**config.mk**
```make
export PLATFORM = sky130hd
export DESIGN_NAME = lrwp_top
export DESIGN_NICKNAME = d
export VERILOG_FILES = /design/src/rtl/lrwp_pkg.sv /design/src/rtl/lrwp_top.sv
export SDC_FILE = /design/constraint.sdc
export NUM_CORES = 1
export LEC_CHECK = 0
export BUFFER_PORTS_ARGS = -buffer_cell sky130_fd_sc_hd__buf_2
export CELL_PAD_IN_SITES_DETAIL_PLACEMENT = 1
export CELL_PAD_IN_SITES_GLOBAL_PLACEMENT = 1
export CORE_ASPECT_RATIO = 1.1
export CORE_UTILIZATION = 47
export DETAILED_ROUTE_END_ITERATION = 8
export PLACE_DENSITY = 0.85
export SLEW_MARGIN = 20
export SYNTH_ARGS = -nofsm -noshare
export SYNTH_HDL_FRONTEND = slang
export SYNTH_SLANG_ARGS = --single-unit
```
**constraint.sdc**
```tcl
create_clock -name clk_sys -period 14.4 [get_ports clk_sys]
set_input_delay 1.44 -clock clk_sys [delete_from_list [all_inputs] [get_ports clk_sys]]
set_output_delay 1.44 -clock clk_sys [all_outputs]
set_load 0.02 [all_outputs]
```
**src/rtl/lrwp_pkg.sv**
```systemverilog
// constants and types for the lcd ram write pointer
package lrwp_pkg;
   localparam int unsigned LRWP_COLS = 80;
   localparam int unsigned LRWP_ROWS = 4;
   localparam int unsigned LRWP_PTR_W = 7;
   localparam int unsigned LRWP_SUB_W = 3;
   localparam logic [6:0] LRWP_LAST_COL = 7'h4f;
   localparam logic [6:0] LRWP_PTR_RST = 7'h00;
   localparam logic [2:0] LRWP_SUB_RST = 3'h0;
   localparam logic [2:0] LRWP_BIT_LAST = 3'h7;
   // drive modes
   typedef enum logic [1:0] {
      LRWP_STATIC = 2'h0,
      LRWP_MUX2 = 2'h1,
      LRWP_MUX3 = 2'h2,
      LRWP_MUX4 = 2'h3
   } lrwp_mode_t;
   // pointer step per byte for each mode
   localparam logic [6:0] LRWP_STEP_STATIC = 7'h08;
   localparam logic [6:0] LRWP_STEP_MUX2 = 7'h04;
   localparam logic [6:0] LRWP_STEP_MUX3 = 7'h03;
   localparam logic [6:0] LRWP_STEP_MUX4 = 7'h02;
   // bits per column for each mode
   localparam logic [2:0] LRWP_BPC_STATIC = 3'h1;
   localparam logic [2:0] LRWP_BPC_MUX2 = 3'h2;
   localparam logic [2:0] LRWP_BPC_MUX3 = 3'h3;
   localparam logic [2:0] LRWP_BPC_MUX4 = 3'h4;
   // data path states, one-hot
   typedef enum logic [1:0] {
      LRWP_ST_IDLE = 2'b01,
      LRWP_ST_BYTE = 2'b10
   } lrwp_state_t;
endpackage

```
**src/rtl/lrwp_top.sv**
```systemverilog
// display ram write pointer, subaddress gate and bit-serial store
`timescale 1ns/1ps
`default_nettype none
module lrwp_top (
   // clock and reset
   input wire logic clk_sys,
   input wire logic nrst,
   // drive mode and commands from the decoder
   input wire lrwp_pkg::lrwp_mode_t drive_mode,
   input wire logic ptr_load,
   input wire logic [6:0] ptr_value,
   input wire logic sub_load,
   input wire logic [2:0] sub_value,
   // hardware subaddress pins
   input wire logic subaddr_pin_bit0,
   input wire logic subaddr_pin_bit1,
   input wire logic subaddr_pin_bit2,
   // incoming display bits, msb first
   input wire logic bit_valid,
   output logic bit_ready,
   input wire logic bit_data,
   input wire logic byte_abort,
   // ram read port
   input wire logic [6:0] rd_col,
   output logic [3:0] rd_data,
   // state
   output logic [6:0] ptr_out,
   output logic [2:0] sub_out
);
   import lrwp_pkg::*;

   // reset release through two flops
   logic rst_s1_q, rst_n_q;
   always_ff @(posedge clk_sys or negedge nrst) begin
      if (!nrst) begin
         rst_s1_q <= 1'b0;
         rst_n_q <= 1'b0;
      end else begin
         rst_s1_q <= 1'b1;
         rst_n_q <= rst_s1_q;
      end
   end

   // two-entry buffer: a stall downstream never drops a bit
   logic [1:0] buf_v_q;
   logic [1:0] buf_d_q;
   logic buf_rd_q;
   logic buf_wr_q;
   logic buf_out_v, buf_out_d, buf_pop, buf_push;
   logic buf_full_d;
   assign buf_push = bit_valid && bit_ready;
   // full after this edge: two held and none leaving, or one held plus one in
   assign buf_full_d = !buf_pop &&
      ((buf_v_q == 2'h3) || (buf_push && (buf_v_q != 2'h0)));
   assign buf_out_v = buf_v_q[buf_rd_q];
   assign buf_out_d = buf_d_q[buf_rd_q];
   always_ff @(posedge clk_sys or negedge rst_n_q) begin
      if (!rst_n_q) begin
         buf_v_q <= 2'h0;
         buf_d_q <= 2'h0;
         buf_rd_q <= 1'b0;
         buf_wr_q <= 1'b0;
         bit_ready <= 1'b0;
      end else begin
         if (buf_push) begin
            buf_v_q[buf_wr_q] <= 1'b1;
            buf_d_q[buf_wr_q] <= bit_data;
            buf_wr_q <= ~buf_wr_q;
         end
         if (buf_pop) begin
            buf_v_q[buf_rd_q] <= 1'b0;
            buf_rd_q <= ~buf_rd_q;
         end
         // ready registered from next fill, so a full buffer never takes one
         bit_ready <= !buf_full_d;
      end
   end

   // mode-dependent step and bits per column
   logic [6:0] step;
   logic [2:0] bpc;
   assign step = (drive_mode == LRWP_STATIC) ? LRWP_STEP_STATIC :
                 (drive_mode == LRWP_MUX2) ? LRWP_STEP_MUX2 :
                 (drive_mode == LRWP_MUX3) ? LRWP_STEP_MUX3 : LRWP_STEP_MUX4;
   assign bpc = (drive_mode == LRWP_STATIC) ? LRWP_BPC_STATIC :
                (drive_mode == LRWP_MUX2) ? LRWP_BPC_MUX2 :
                (drive_mode == LRWP_MUX3) ? LRWP_BPC_MUX3 : LRWP_BPC_MUX4;

   // per-bit position state
   lrwp_state_t st_q, st_d;
   logic [6:0] ptr_q, ptr_d, col_q, col_d;
   logic [2:0] sub_q, sub_d, bitn_q, bitn_d;
   logic [1:0] row_q, row_d;
   logic [2:0] hw_sub;
   logic match, store, last_row, col_wrap, last_bit, col_adv;
   logic [7:0] ptr_sum;
   logic [6:0] ptr_exp;
   logic [3:0] ram_q [LRWP_COLS];

   assign hw_sub = {subaddr_pin_bit2, subaddr_pin_bit1, subaddr_pin_bit0};
   assign match = (sub_q == hw_sub);
   // consume a bit only while not commanded this cycle
   assign buf_pop = buf_out_v && !ptr_load && !sub_load && !byte_abort;
   assign store = buf_pop && match;
   assign last_row = ({1'b0, row_q} == 3'(bpc - 3'h1));
   assign col_wrap = (col_q == LRWP_LAST_COL);
   assign last_bit = (bitn_q == LRWP_BIT_LAST);
   // in 1:3 the last bit of a byte also closes its column
   assign col_adv = last_row || last_bit;
   // pointer after a whole byte, wrapped, for the step check
   assign ptr_sum = {1'b0, ptr_q} + {1'b0, step};
   assign ptr_exp = (ptr_sum > {1'b0, LRWP_LAST_COL}) ?
                    7'(ptr_sum - 8'(LRWP_COLS)) : ptr_sum[6:0];

   // next state of pointer, column, row and subaddress
   always_comb begin
      st_d = st_q;
      ptr_d = ptr_q;
      col_d = col_q;
      row_d = row_q;
      bitn_d = bitn_q;
      sub_d = sub_q;
      case (st_q)
         LRWP_ST_IDLE: begin
            if (buf_pop) begin
               st_d = LRWP_ST_BYTE;
            end
         end
         LRWP_ST_BYTE: begin
            if (last_bit && buf_pop) begin
               st_d = LRWP_ST_IDLE;
            end
         end
         default: st_d = LRWP_ST_IDLE;
      endcase
      if (buf_pop) begin
         bitn_d = bitn_q + 3'h1;
         // row 2 of the third 1:3 column is skipped
         if (col_adv) begin
            row_d = 2'h0;
            if (col_wrap) begin
               col_d = 7'h00;
               sub_d = sub_q + 3'h1;
            end else begin
               col_d = col_q + 7'h01;
            end
         end else begin
            row_d = row_q + 2'h1;
         end
         // step pointer once the byte ends
         if (last_bit) begin
            ptr_d = col_d;
         end
      end
      // abort restarts at the pointer, value not guaranteed
      if (byte_abort) begin
         col_d = ptr_q;
         bitn_d = 3'h0;
         row_d = 2'h0;
         st_d = LRWP_ST_IDLE;
      end
      // load command sets pointer and column
      if (ptr_load) begin
         ptr_d = (ptr_value > LRWP_LAST_COL) ? LRWP_PTR_RST : ptr_value;
         col_d = ptr_d;
         row_d = 2'h0;
         bitn_d = 3'h0;
         st_d = LRWP_ST_IDLE;
      end
      if (sub_load) begin
         sub_d = sub_value;
      end
   end

   always_ff @(posedge clk_sys or negedge rst_n_q) begin
      if (!rst_n_q) begin
         st_q <= LRWP_ST_IDLE;
         ptr_q <= LRWP_PTR_RST;
         col_q <= LRWP_PTR_RST;
         row_q <= 2'h0;
         bitn_q <= 3'h0;
         sub_q <= LRWP_SUB_RST;
      end else begin
         st_q <= st_d;
         ptr_q <= ptr_d;
         col_q <= col_d;
         row_q <= row_d;
         bitn_q <= bitn_d;
         sub_q <= sub_d;
      end
   end

   // 80 by 4 ram in flops; each bit written on arrival when the subaddress matches the pins
   // row fill per mode, unused rows kept
   genvar gc;
   generate
      for (gc = 0; gc < LRWP_COLS; gc++) begin : g_col
         always_ff @(posedge clk_sys or negedge rst_n_q) begin
            if (!rst_n_q) begin
               ram_q[gc] <= 4'h0;
            end else if (store && (col_q == 7'(gc))) begin
               ram_q[gc][row_q] <= buf_out_d;
            end
         end
      end
   endgenerate

   // registered outputs
   always_ff @(posedge clk_sys or negedge rst_n_q) begin
      if (!rst_n_q) begin
         rd_data <= 4'h0;
         ptr_out <= LRWP_PTR_RST;
         sub_out <= LRWP_SUB_RST;
      end else begin
         rd_data <= (rd_col > LRWP_LAST_COL) ? 4'h0 : ram_q[rd_col];
         ptr_out <= ptr_d;
         sub_out <= sub_d;
      end
   end

   // checks
   // pointer step
   step_byte_a: assert property (@(posedge clk_sys) disable iff (!rst_n_q)
      buf_pop && last_bit |=> ptr_q == $past(ptr_exp))
      else $error("pointer step wrong");
   gate_write_a: assert property (@(posedge clk_sys) disable iff (!rst_n_q)
      buf_pop && !match |=> ram_q[$past(col_q)] == $past(ram_q[col_q]))
      else $error("write while subaddress differs");
   sub_inc_a: assert property (@(posedge clk_sys) disable iff (!rst_n_q)
      buf_pop && col_adv && col_wrap && !sub_load
      |=> sub_q == $past(sub_q) + 3'h1)
      else $error("subaddress not bumped on overflow");
   col_wrap_a: assert property (@(posedge clk_sys) disable iff (!rst_n_q)
      buf_pop && col_adv && col_wrap && !ptr_load |=> col_q == 7'h00)
      else $error("column did not wrap");
   sub_load_a: assert property (@(posedge clk_sys) disable iff (!rst_n_q)
      sub_load |=> sub_q == $past(sub_value))
      else $error("subaddress not loaded");
   ptr_load_a: assert property (@(posedge clk_sys) disable iff (!rst_n_q)
      ptr_load && ptr_value <= LRWP_LAST_COL |=> ptr_q == $past(ptr_value)
      ##0 col_q == ptr_q)
      else $error("pointer not loaded");
   bit_store_a: assert property (@(posedge clk_sys) disable iff (!rst_n_q)
      store |=> ram_q[$past(col_q)][$past(row_q)] == $past(buf_out_d))
      else $error("bit not stored at once");
   skip_move_a: assert property (@(posedge clk_sys) disable iff (!rst_n_q)
      buf_pop && !match && !last_row && !ptr_load && !byte_abort
      |=> row_q == ($past(last_bit) ? 2'h0 : $past(row_q) + 2'h1))
      else $error("skipped bit did not advance");
   cover_store_c: cover property (@(posedge clk_sys) store && last_bit);
   cover_wrap_c: cover property (@(posedge clk_sys)
      buf_pop && col_wrap && last_row && !last_bit);
   cover_skip_c: cover property (@(posedge clk_sys) buf_pop && !match);
   cover_stall_c: cover property (@(posedge clk_sys) bit_valid && !bit_ready);
endmodule
`default_nettype wire

```
; Yosys cells after proc, flatten, opt, wreduce, memory -nomap -nowiden
; Cells that the tools add are included.
[word_totals]
inputBits = 29
mem_bits_rw = 0
memories = 0
romBits = 0
word_cells = 426
latch_bits = 0
out_inout_bits = 15
reg_bits = 355
[classes]
shifts = 0
muxes = 120
magnitude_cmp = 9
n_mul = 0
n_addsub = 5
div = 0
eq_ne = 85
reduce_logical = 108
n_bitwise = 6
[ops]
columns = operator, count
row1 = 4-bit bitwise mux, 80
row2 = "7-bit by 6-bit equality test with 1-bit output, second input constant", 32
row3 = "7-bit by 5-bit equality test with 1-bit output, second input constant", 16
row4 = "7-bit equality test, second input constant", 16
row5 = 1-bit logical AND, 90
row6 = 7-bit two-way mux, 9
row7 = "7-bit by 4-bit equality test with 1-bit output, second input constant", 8
row8 = 3-bit two-way mux, 10
row9 = 4-bit binary-select mux with 7-bit select, 1
row10 = "7-bit by 3-bit equality test with 1-bit output, second input constant", 4
row11 = "7-bit by 2-bit equality test with 1-bit output, second input constant", 2
row12 = "7-bit > comparator, second input constant", 2
row13 = 2-bit two-way mux, 6
row14 = 4-bit two-way mux, 3
row15 = 2-bit nonzero test, 6
row16 = "8-bit >= comparator, second input constant", 1
row17 = 7-bit inverter with 8-bit output, 1
row18 = "7-bit by 1-bit adder with 7-bit output, second input constant", 1
row19 = "7-bit by 1-bit equality test with 1-bit output, second input constant", 1
row20 = 7-bit zero test, 1
row21 = 1-bit two-way mux, 7
row22 = "3-bit by 1-bit adder with 3-bit output, second input constant", 2
row23 = 1-bit zero test, 5
row24 = "2-bit equality test, second input constant", 2
row25 = 22 further kinds, 27

; Longest topological paths before layout
; Gate-level depths: netlist of run 1.
[logic_depth]
word_depth = 11
depth_mapped = 9
depth_no_buf = 6

; Worst setup path before layout of run 1
; Ideal clock, no wire load.
[synth_timing]
kind = input to register
from = in rd_col[0]
to = reg rd_data[0]
path_stages = 6
setup_slack_ps = 11334
arrival_time_ps = 2932
t_required_ps = 14266
setup_ps = 134
cell_sequence = buf_6 buf_2 mux4_2 mux4_2 nand2_1 a32oi_1
[synth_via]
elab_chain_cells = 5
word_cells_on_any_way = 6
[synth_lines]
columns = item, line
row1 = from (decl), lrwp_top.sv:24  ; input wire logic [6:0] rd_col,
row2 = 7-bit inverter with 8-bit output (implied by the code), lrwp_top.sv:215  ; rd_data <= (rd_col > LRWP_LAST_COL) ? 4'h0 : ram_q[rd_col];
row3 = 4-bit binary-select mux with 7-bit select, lrwp_top.sv:215
row4 = 4-bit two-way mux (implied by the code) (2 in series), lrwp_top.sv:215
row5 = 4-bit two-way mux (*), lrwp_top.sv:215
row6 = to (signal assigned), lrwp_top.sv:215
row7 = to (decl), lrwp_top.sv:25  ; output logic [3:0] rd_data,
; Every way passes the cells marked *; elsewhere a longest branch is shown, timed or not. The select of a mux whose other input is x is not followed.
; A chain may end at the register's enable or synchronous reset.

; Worst setup path after layout of run 1
[layout_timing]
from = in ptr_load
to = reg ram_q[110] (netlist bit)
[layout_via]
elab_chain_cells = 6
[layout_lines]
columns = item, line
row1 = from (decl), lrwp_top.sv:10  ; input wire logic ptr_load,
row2 = 1-bit zero test, lrwp_top.sv:103  ; assign buf_pop = buf_out_v && !ptr_load && !sub_load && !byte_abort;
row3 = 1-bit logical AND (3 in series), lrwp_top.sv:103
row4 = 1-bit logical AND, lrwp_top.sv:104  ; assign store = buf_pop && match;
row5 = 1-bit logical AND, lrwp_top.sv:201  ; end else if (store && (col_q == 7'(gc))) begin
row6 = "to (signal, indexed assignment)", lrwp_top.sv:202  ; ram_q[gc][row_q] <= buf_out_d;
row7 = to (decl), lrwp_top.sv:98  ; logic [3:0] ram_q [LRWP_COLS];
; No other way between the ends.

==> results of run 1 <==
[cell families after synthesis]
kind of cell             Yosys count  synth area share
AND/OR/NAND/NOR                  194            0.0519
XOR/XNOR                           8           0.00401
other                              1          0.000215
buffers and inverters            185            0.0504
adder cells (fa/ha/maj)           12           0.00845
flip-flops                       355             0.509
multiplexers                     118             0.131
AO/OA/AOI/OAI                    712             0.245
[report_power, final]
| group | switching, mW | internal, mW | total (mW) |
|---|---|---|---|
| logic | 0.396 | 0.102 | 0.498 |
| clock network | 0.425 | 0.677 | 1.10 |
| registers | 0.0381 | 1.02 | 1.06 |
| total | 0.859 | 1.80 | 2.66 |
[per-layer routing]
| layer | vias to the layer above | wire length (microns) |
|---|---|---|
| li1 | 6129 | - |
| met1 | 7555 | 22200 |
| met2 | 671 | 27000 |
| met3 | 145 | 3990 |
| met4 | 2 | 1770 |
| met5 | - | 13 |
[worst paths after layout]
check,to,slack (ns),depth (start not counted)
max,ram_q[110]$_DFFE_PN0P_,10.52,7
max reg2reg,ram_q[110]$_DFFE_PN0P_,10.94,6
min reg2reg,rst_n_q$_DFF_PN0_,0.36,0
max in group asynchronous,ram_q[127]$_DFFE_PN0P_,11.81,2
min,rst_n_q$_DFF_PN0_,0.36,0
min in group asynchronous,ram_q[196]$_DFFE_PN0P_,0.37,0
[stage by stage]
step	hold slack [ns]	utilization	instances	total power [mW]
floorplan	0.331	-	1585	1.43
global placement	0.340	0.487	1968	1.55
detailed placement	0.340	0.487	1968	1.56
CTS	0.358	0.526	2040	2.65
global route	0.364	0.526	2040	2.74
finish	0.355	0.526	2040	2.66
[cells in the mapped netlist, drive strengths merged, types with 2 or more instances]
cell type	count
nor2b	3
a21oi	202
a31oi	447
nor4	4
and4	2
a22oi	6
nand3	11
clkbuf	81
mux2	14
o22ai	7
nand2b	8
a22o	2
or3	2
buf	86
nor3	19
ha	11
nand3b	3
o21ai	10
o21bai	4
a41oi	8
xnor2	8
mux4	85
o31ai	6
o21a	4
inv	18
o211ai	2
nor2	81
nor4b	2
mux2i	19
and3	3
and2	3
or2	2
a32oi	2
nand2	49
dfrtp	355
[area by class of cell]
type                       count  area, sq um
multi-input combinational   1045         7750
fill                        3869        17200
inverter                      18         67.6
clock buffer                  60         1190
clock inverter                12          214
sequential                   355         8890
tap                          487          609
timing repair buffer          63          399
[registers in the layout (all words and copies together) (netlist names)]
signal     count
bit_ready      1
bitn_q         3
buf_d_q        2
buf_rd_q       1
buf_v_q        2
buf_wr_q       1
col_q          7
ptr_out        7
ram_q        320
rd_data        4
row_q          2
rst_n_q        1
rst_s1_q       1
sub_out        3
[critical path, cell delays in order]
cell and delay [ns]:
buf_2 0.23, nor3_4 0.31, and2_4 0.29, and4_4 0.73, buf_4 0.71, a31oi_1 0.25, a31oi_1 0.25
==> flow_summary.toml, run 1 <==
[outcome]
status = "completed"

[cells_and_area]
layout_commonest_cell = "a31oi_1"
antenna_cells = 0
layout-drive-gt1-share = 0.153
synthToLayoutAreaGrowth_pct = 9.44
nNetsFinal = 1563
design_area_sq_um = 19100
layout_common_cells = "a31oi_1 (447), dfrtp_1 (353), a21oi_1 (201)"

[grt]
grt_max_degree = 203
grt.busiest_layer = "met2"
grtUsageTotal = 0.298
grt.met1_usage = 0.399
antenna_found_initial = 1
met3_usage = 0.0593
grt_pass1_vias = 15200
grtUsageMet2 = 0.481
gr-total-overflow = 0
grt_pass1_wl_mm = 88.1

[logic_synthesis]
yosysTopAreaCellShare = 0.509
synthCells = 1585
yosysUniqueCellTypes = 64
synth_nets = 1625
synth-edff-count = 0
avgSynthCellArea_sq_um = 11.0
ys.warnings.count = 0
async_reset_ff_frac = 1.00
yosysSeqAreaShare = 0.509
ys_seq_elements = 355
synthTopCellsByArea = "dfrtp_1 (51%), a31oi_1 (16%), mux4_2 (9.9%)"
synth-main-ff-cell = "dfrtp_1"
netlist_area_sq_um = 17500
yosysTopAreaCell = "dfrtp_1"

[min_path]
min_from = "rst_s1_q$_DFF_PN0_"
hp-class = "flop to flop"

[cts]
cts_buffers = 40
cts_max_level = 2
clock_sinks = 355
cts_resized = 0
clk_pin_slew_ns = 0.06
postCtsSetupBuffers = 0
clock_tree.root_cell = "clkbuf_16"
cts_tree = "built"
clk_latency_ns = 0.55
cts_hold_buffers = 0
clk_path_buf_depth = 3

[sta]
finClkSkew_ns = 0.0236
fin_tns_setup_ns = 0
max_freq_mhz = 257
drv_slew = 0
worst_slack_ns = 10.52
relSlewSlack = 0.266
setup_viol = 0
rsz0062_at_grt = "false"
fin_crit_ns = 3.88
worst_slew_pin_slew_ns = 1.10
fin_crit_sh = 0.270
hold_viol = 0

[detailed_routing]
dr_total_vias = 14500
drc = 0
drt_iter0_drc = 1646
ant_nets = 0
wl_per_cell_microns = 26.9
routed_wl_mm = 55.0
dr.pass1.iters = 5
viasPerCell = 7.11

[worst_setup_path]
endpoint_kind = "flop"
crit_start = "ptr_load"
cp_max_fo = 65
required_ns = 14.85
critPathArrivalTime_ns = 4.33
reg2reg_from = "col_q[5]$_DFFE_PN0P_"
path_class = "input pin to flop"
crit_path_start_kind = "input pin"

[placement]
post_dp_cell_area_sq_um = 17700
gp_congestion = 0.818
hpwlAfterDp_mm = 31.4
port_buffers = 43
post-place-ws_ns = 10.02

[power]
ir_drop_mv = 0.202
p_leak_nw = 8.16
cellPowerDensity_nw_per_um2 = 139

[die]
initial_utilization = 0.480
io-pin-count = 44
fp.coreArea_sq_um = 36400
rows = 73
die_area_sq_um = 37900
die_w_microns = 186
die_y_microns = 204

[run]
cap_violations = 0
No activity file was read; power rests on OpenSTA's default activity.
==> inputs of run 2 (changes only) <==
==> constraint.sdc (replaced) <==
create_clock -name clk_sys -period 3.6 [get_ports clk_sys]
set_input_delay 0.36 -clock clk_sys [delete_from_list [all_inputs] [get_ports clk_sys]]
set_output_delay 0.36 -clock clk_sys [all_outputs]
set_load 0.02 [all_outputs]
==> run 2 against run 1 <==
  * Die area unchanged
  * Worst hold slack got worse by 0.31 ns
  * Wire length increased by 1.4%
  * Count of clock-buffer cells in the layout decreased by 2
  * Critical path depth decreased by 1
  * Via count increased by 0.66%
  * First-iteration DRC count increased by 12%
  * Non-clock buffer count increased by 11
  * Sequential cell count unchanged
  * Worst setup slack got worse by 9.6 ns
  * Critical path type is now flop to flop
  * Highest routed layer unchanged
==> flow_summary.toml, run 2 (synthesis gave the netlist of run 1 again) <==
[worst_setup_path]
crit_buf_inv = 1
cpPeakStageDelay_ns = 0.73
path_class = "flop to flop"
path_cells = "mux2_2 -> and2_4 -> and4_4 -> buf_4 -> a31oi_1 -> a31oi_1"
endpoint_kind = "flop"
critPathSlowestCell = "and4_4"
cp_top_family = "simple AND/OR/NAND/NOR gates"
cp_max_fo = 52
required_ns = 4.03
cp_common_cell = "a31oi_1"
crit_path_start_kind = "flop"
critPathArrivalTime_ns = 3.16

[cells_and_area]
fin_util = 0.531
layout_commonest_cell = "a31oi_1"
largest_reg_flops = 320
layout-drive-gt1-share = 0.157
biggestRegsByFlops = "ram_q x320, col_q x7, ptr_out x7"
nNetsFinal = 1573
synthToLayoutAreaGrowth_pct = 10.5
stdcell_count = 2051
top_register = "ram_q"
layout_common_cells = "a31oi_1 (447), dfrtp_1 (353), a21oi_1 (201)"

[cts]
cts_max_level = 2
postCtsSetupBuffers = 0
clock_sinks = 355
clk_pin_slew_ns = 0.06
clk_path_buf_depth = 3
cts_resized = 0
cts_tree = "built"
clk_latency_ns = 0.55
clock_tree.root_cell = "clkbuf_16"
cts_buffers = 39
cts_hold_buffers = 1

[detailed_routing]
routed.top_layer = "met5"
wl_met3_mm = 3.96
routed_wl_mm = 55.7
wl_met1_mm = 22.4
drc = 0
dr_wl_met2_mm = 27.1
drt_iter0_drc = 1840
ant_nets = 0
wl_per_cell_microns = 27.2
dr_total_vias = 14600
dr.pass1.iters = 7
viasPerCell = 7.12

[grt]
antenna_found_initial = 2
gr-total-overflow = 0
grtUsageTotal = 0.306
grt_pass1_vias = 15300
grt_pass1_wl_mm = 89.9
grt_max_degree = 129

[sta]
worst_slew_pin_slew_ns = 1.01
worst_slack_ns = 0.876
relSlewSlack = 0.324
fin_crit_ns = 2.72
setup_viol = 0
max_freq_mhz = 367
fin_crit_sh = 0.757
rsz0062_at_grt = "false"
fin_tns_setup_ns = 0
finClkSkew_ns = 0.0170
hold_viol = 0
drv_slew = 0

[run]
cap_violations = 0

[power]
cellPowerDensity_nw_per_um2 = 555
finalPower_mw = 10.7
p_leak_nw = 8.23
ir_drop_mv = 0.455

[placement]
place_inst = 1978
post-place-ws_ns = 0.817
gp_congestion = 0.815
port_buffers = 43
hpwlAfterDp_mm = 33.1

[die]
rows = 73
die_w_microns = 186
initial_utilization = 0.480
io-pin-count = 44
fp.coreArea_sq_um = 36400
die_area_sq_um = 37900
die_y_microns = 204

[min_path]
hp-class = "input pin to flop"

[outcome]
status = "completed"
## run 2: metrics by stage
stage / instance area, sq um / hold WS, ns
after floorplan: 17500 / 0.0644
after global placement: 17900 / 0.148
after detailed placement: 17900 / 0.147
after CTS: 19300 / 0.0324
after global routing: 19300 / 0.0555
final: 19300 / 0.0402
## run 2: worst paths after layout
kind,startpoint,endpoint,slack [ns],depth (start not counted)
hold reg to reg,rst_s1_q$_DFF_PN0_,rst_n_q$_DFF_PN0_,0.35,0
min in group asynchronous,nrst,rst_n_q$_DFF_PN0_,0.12,2
setup reg to reg,buf_rd_q$_DFFE_PN0P_,ram_q[196]$_DFFE_PN0P_,0.88,6
setup / recovery,buf_rd_q$_DFFE_PN0P_,ram_q[196]$_DFFE_PN0P_,0.88,6
hold / removal,sub_value[1],sub_out[1]$_DFFE_PN0P_,0.04,3
max in group asynchronous,rst_n_q$_DFF_PN0_,ram_q[313]$_DFFE_PN0P_,2.18,1
## run 2: area by class of cell
class | count | area, sq um
clock inverters | 13 | 218
well taps | 487 | 609
multi-input cells | 1045 | 7750
flip-flops and latches | 355 | 8890
fillers | 3862 | 17100
inverters | 18 | 67.6
clock buffers | 58 | 1160
diodes | 1 | 2.50
repair buffers | 74 | 606
## run 2: metal layers
metal  up-vias  GRT usage
li1       6164          -
met3       157     0.0453
met5         -          0
met4         2      0.136
met2       732      0.486
met1      7543      0.417
## run 2: tightest hold or removal path: stages
cell	delay (ns)
buf_2	0.08
nand2_1	0.04
o21ai_0	0.06
## run 2: power by group
group | switching [mW] | leakage [nW] | internal, mW
combinational | 1.62 | 2.66 | 0.498
clock | 1.69 | 0.676 | 2.66
sequential | 0.143 | 4.90 | 4.09
total | 3.46 | 8.23 | 7.25
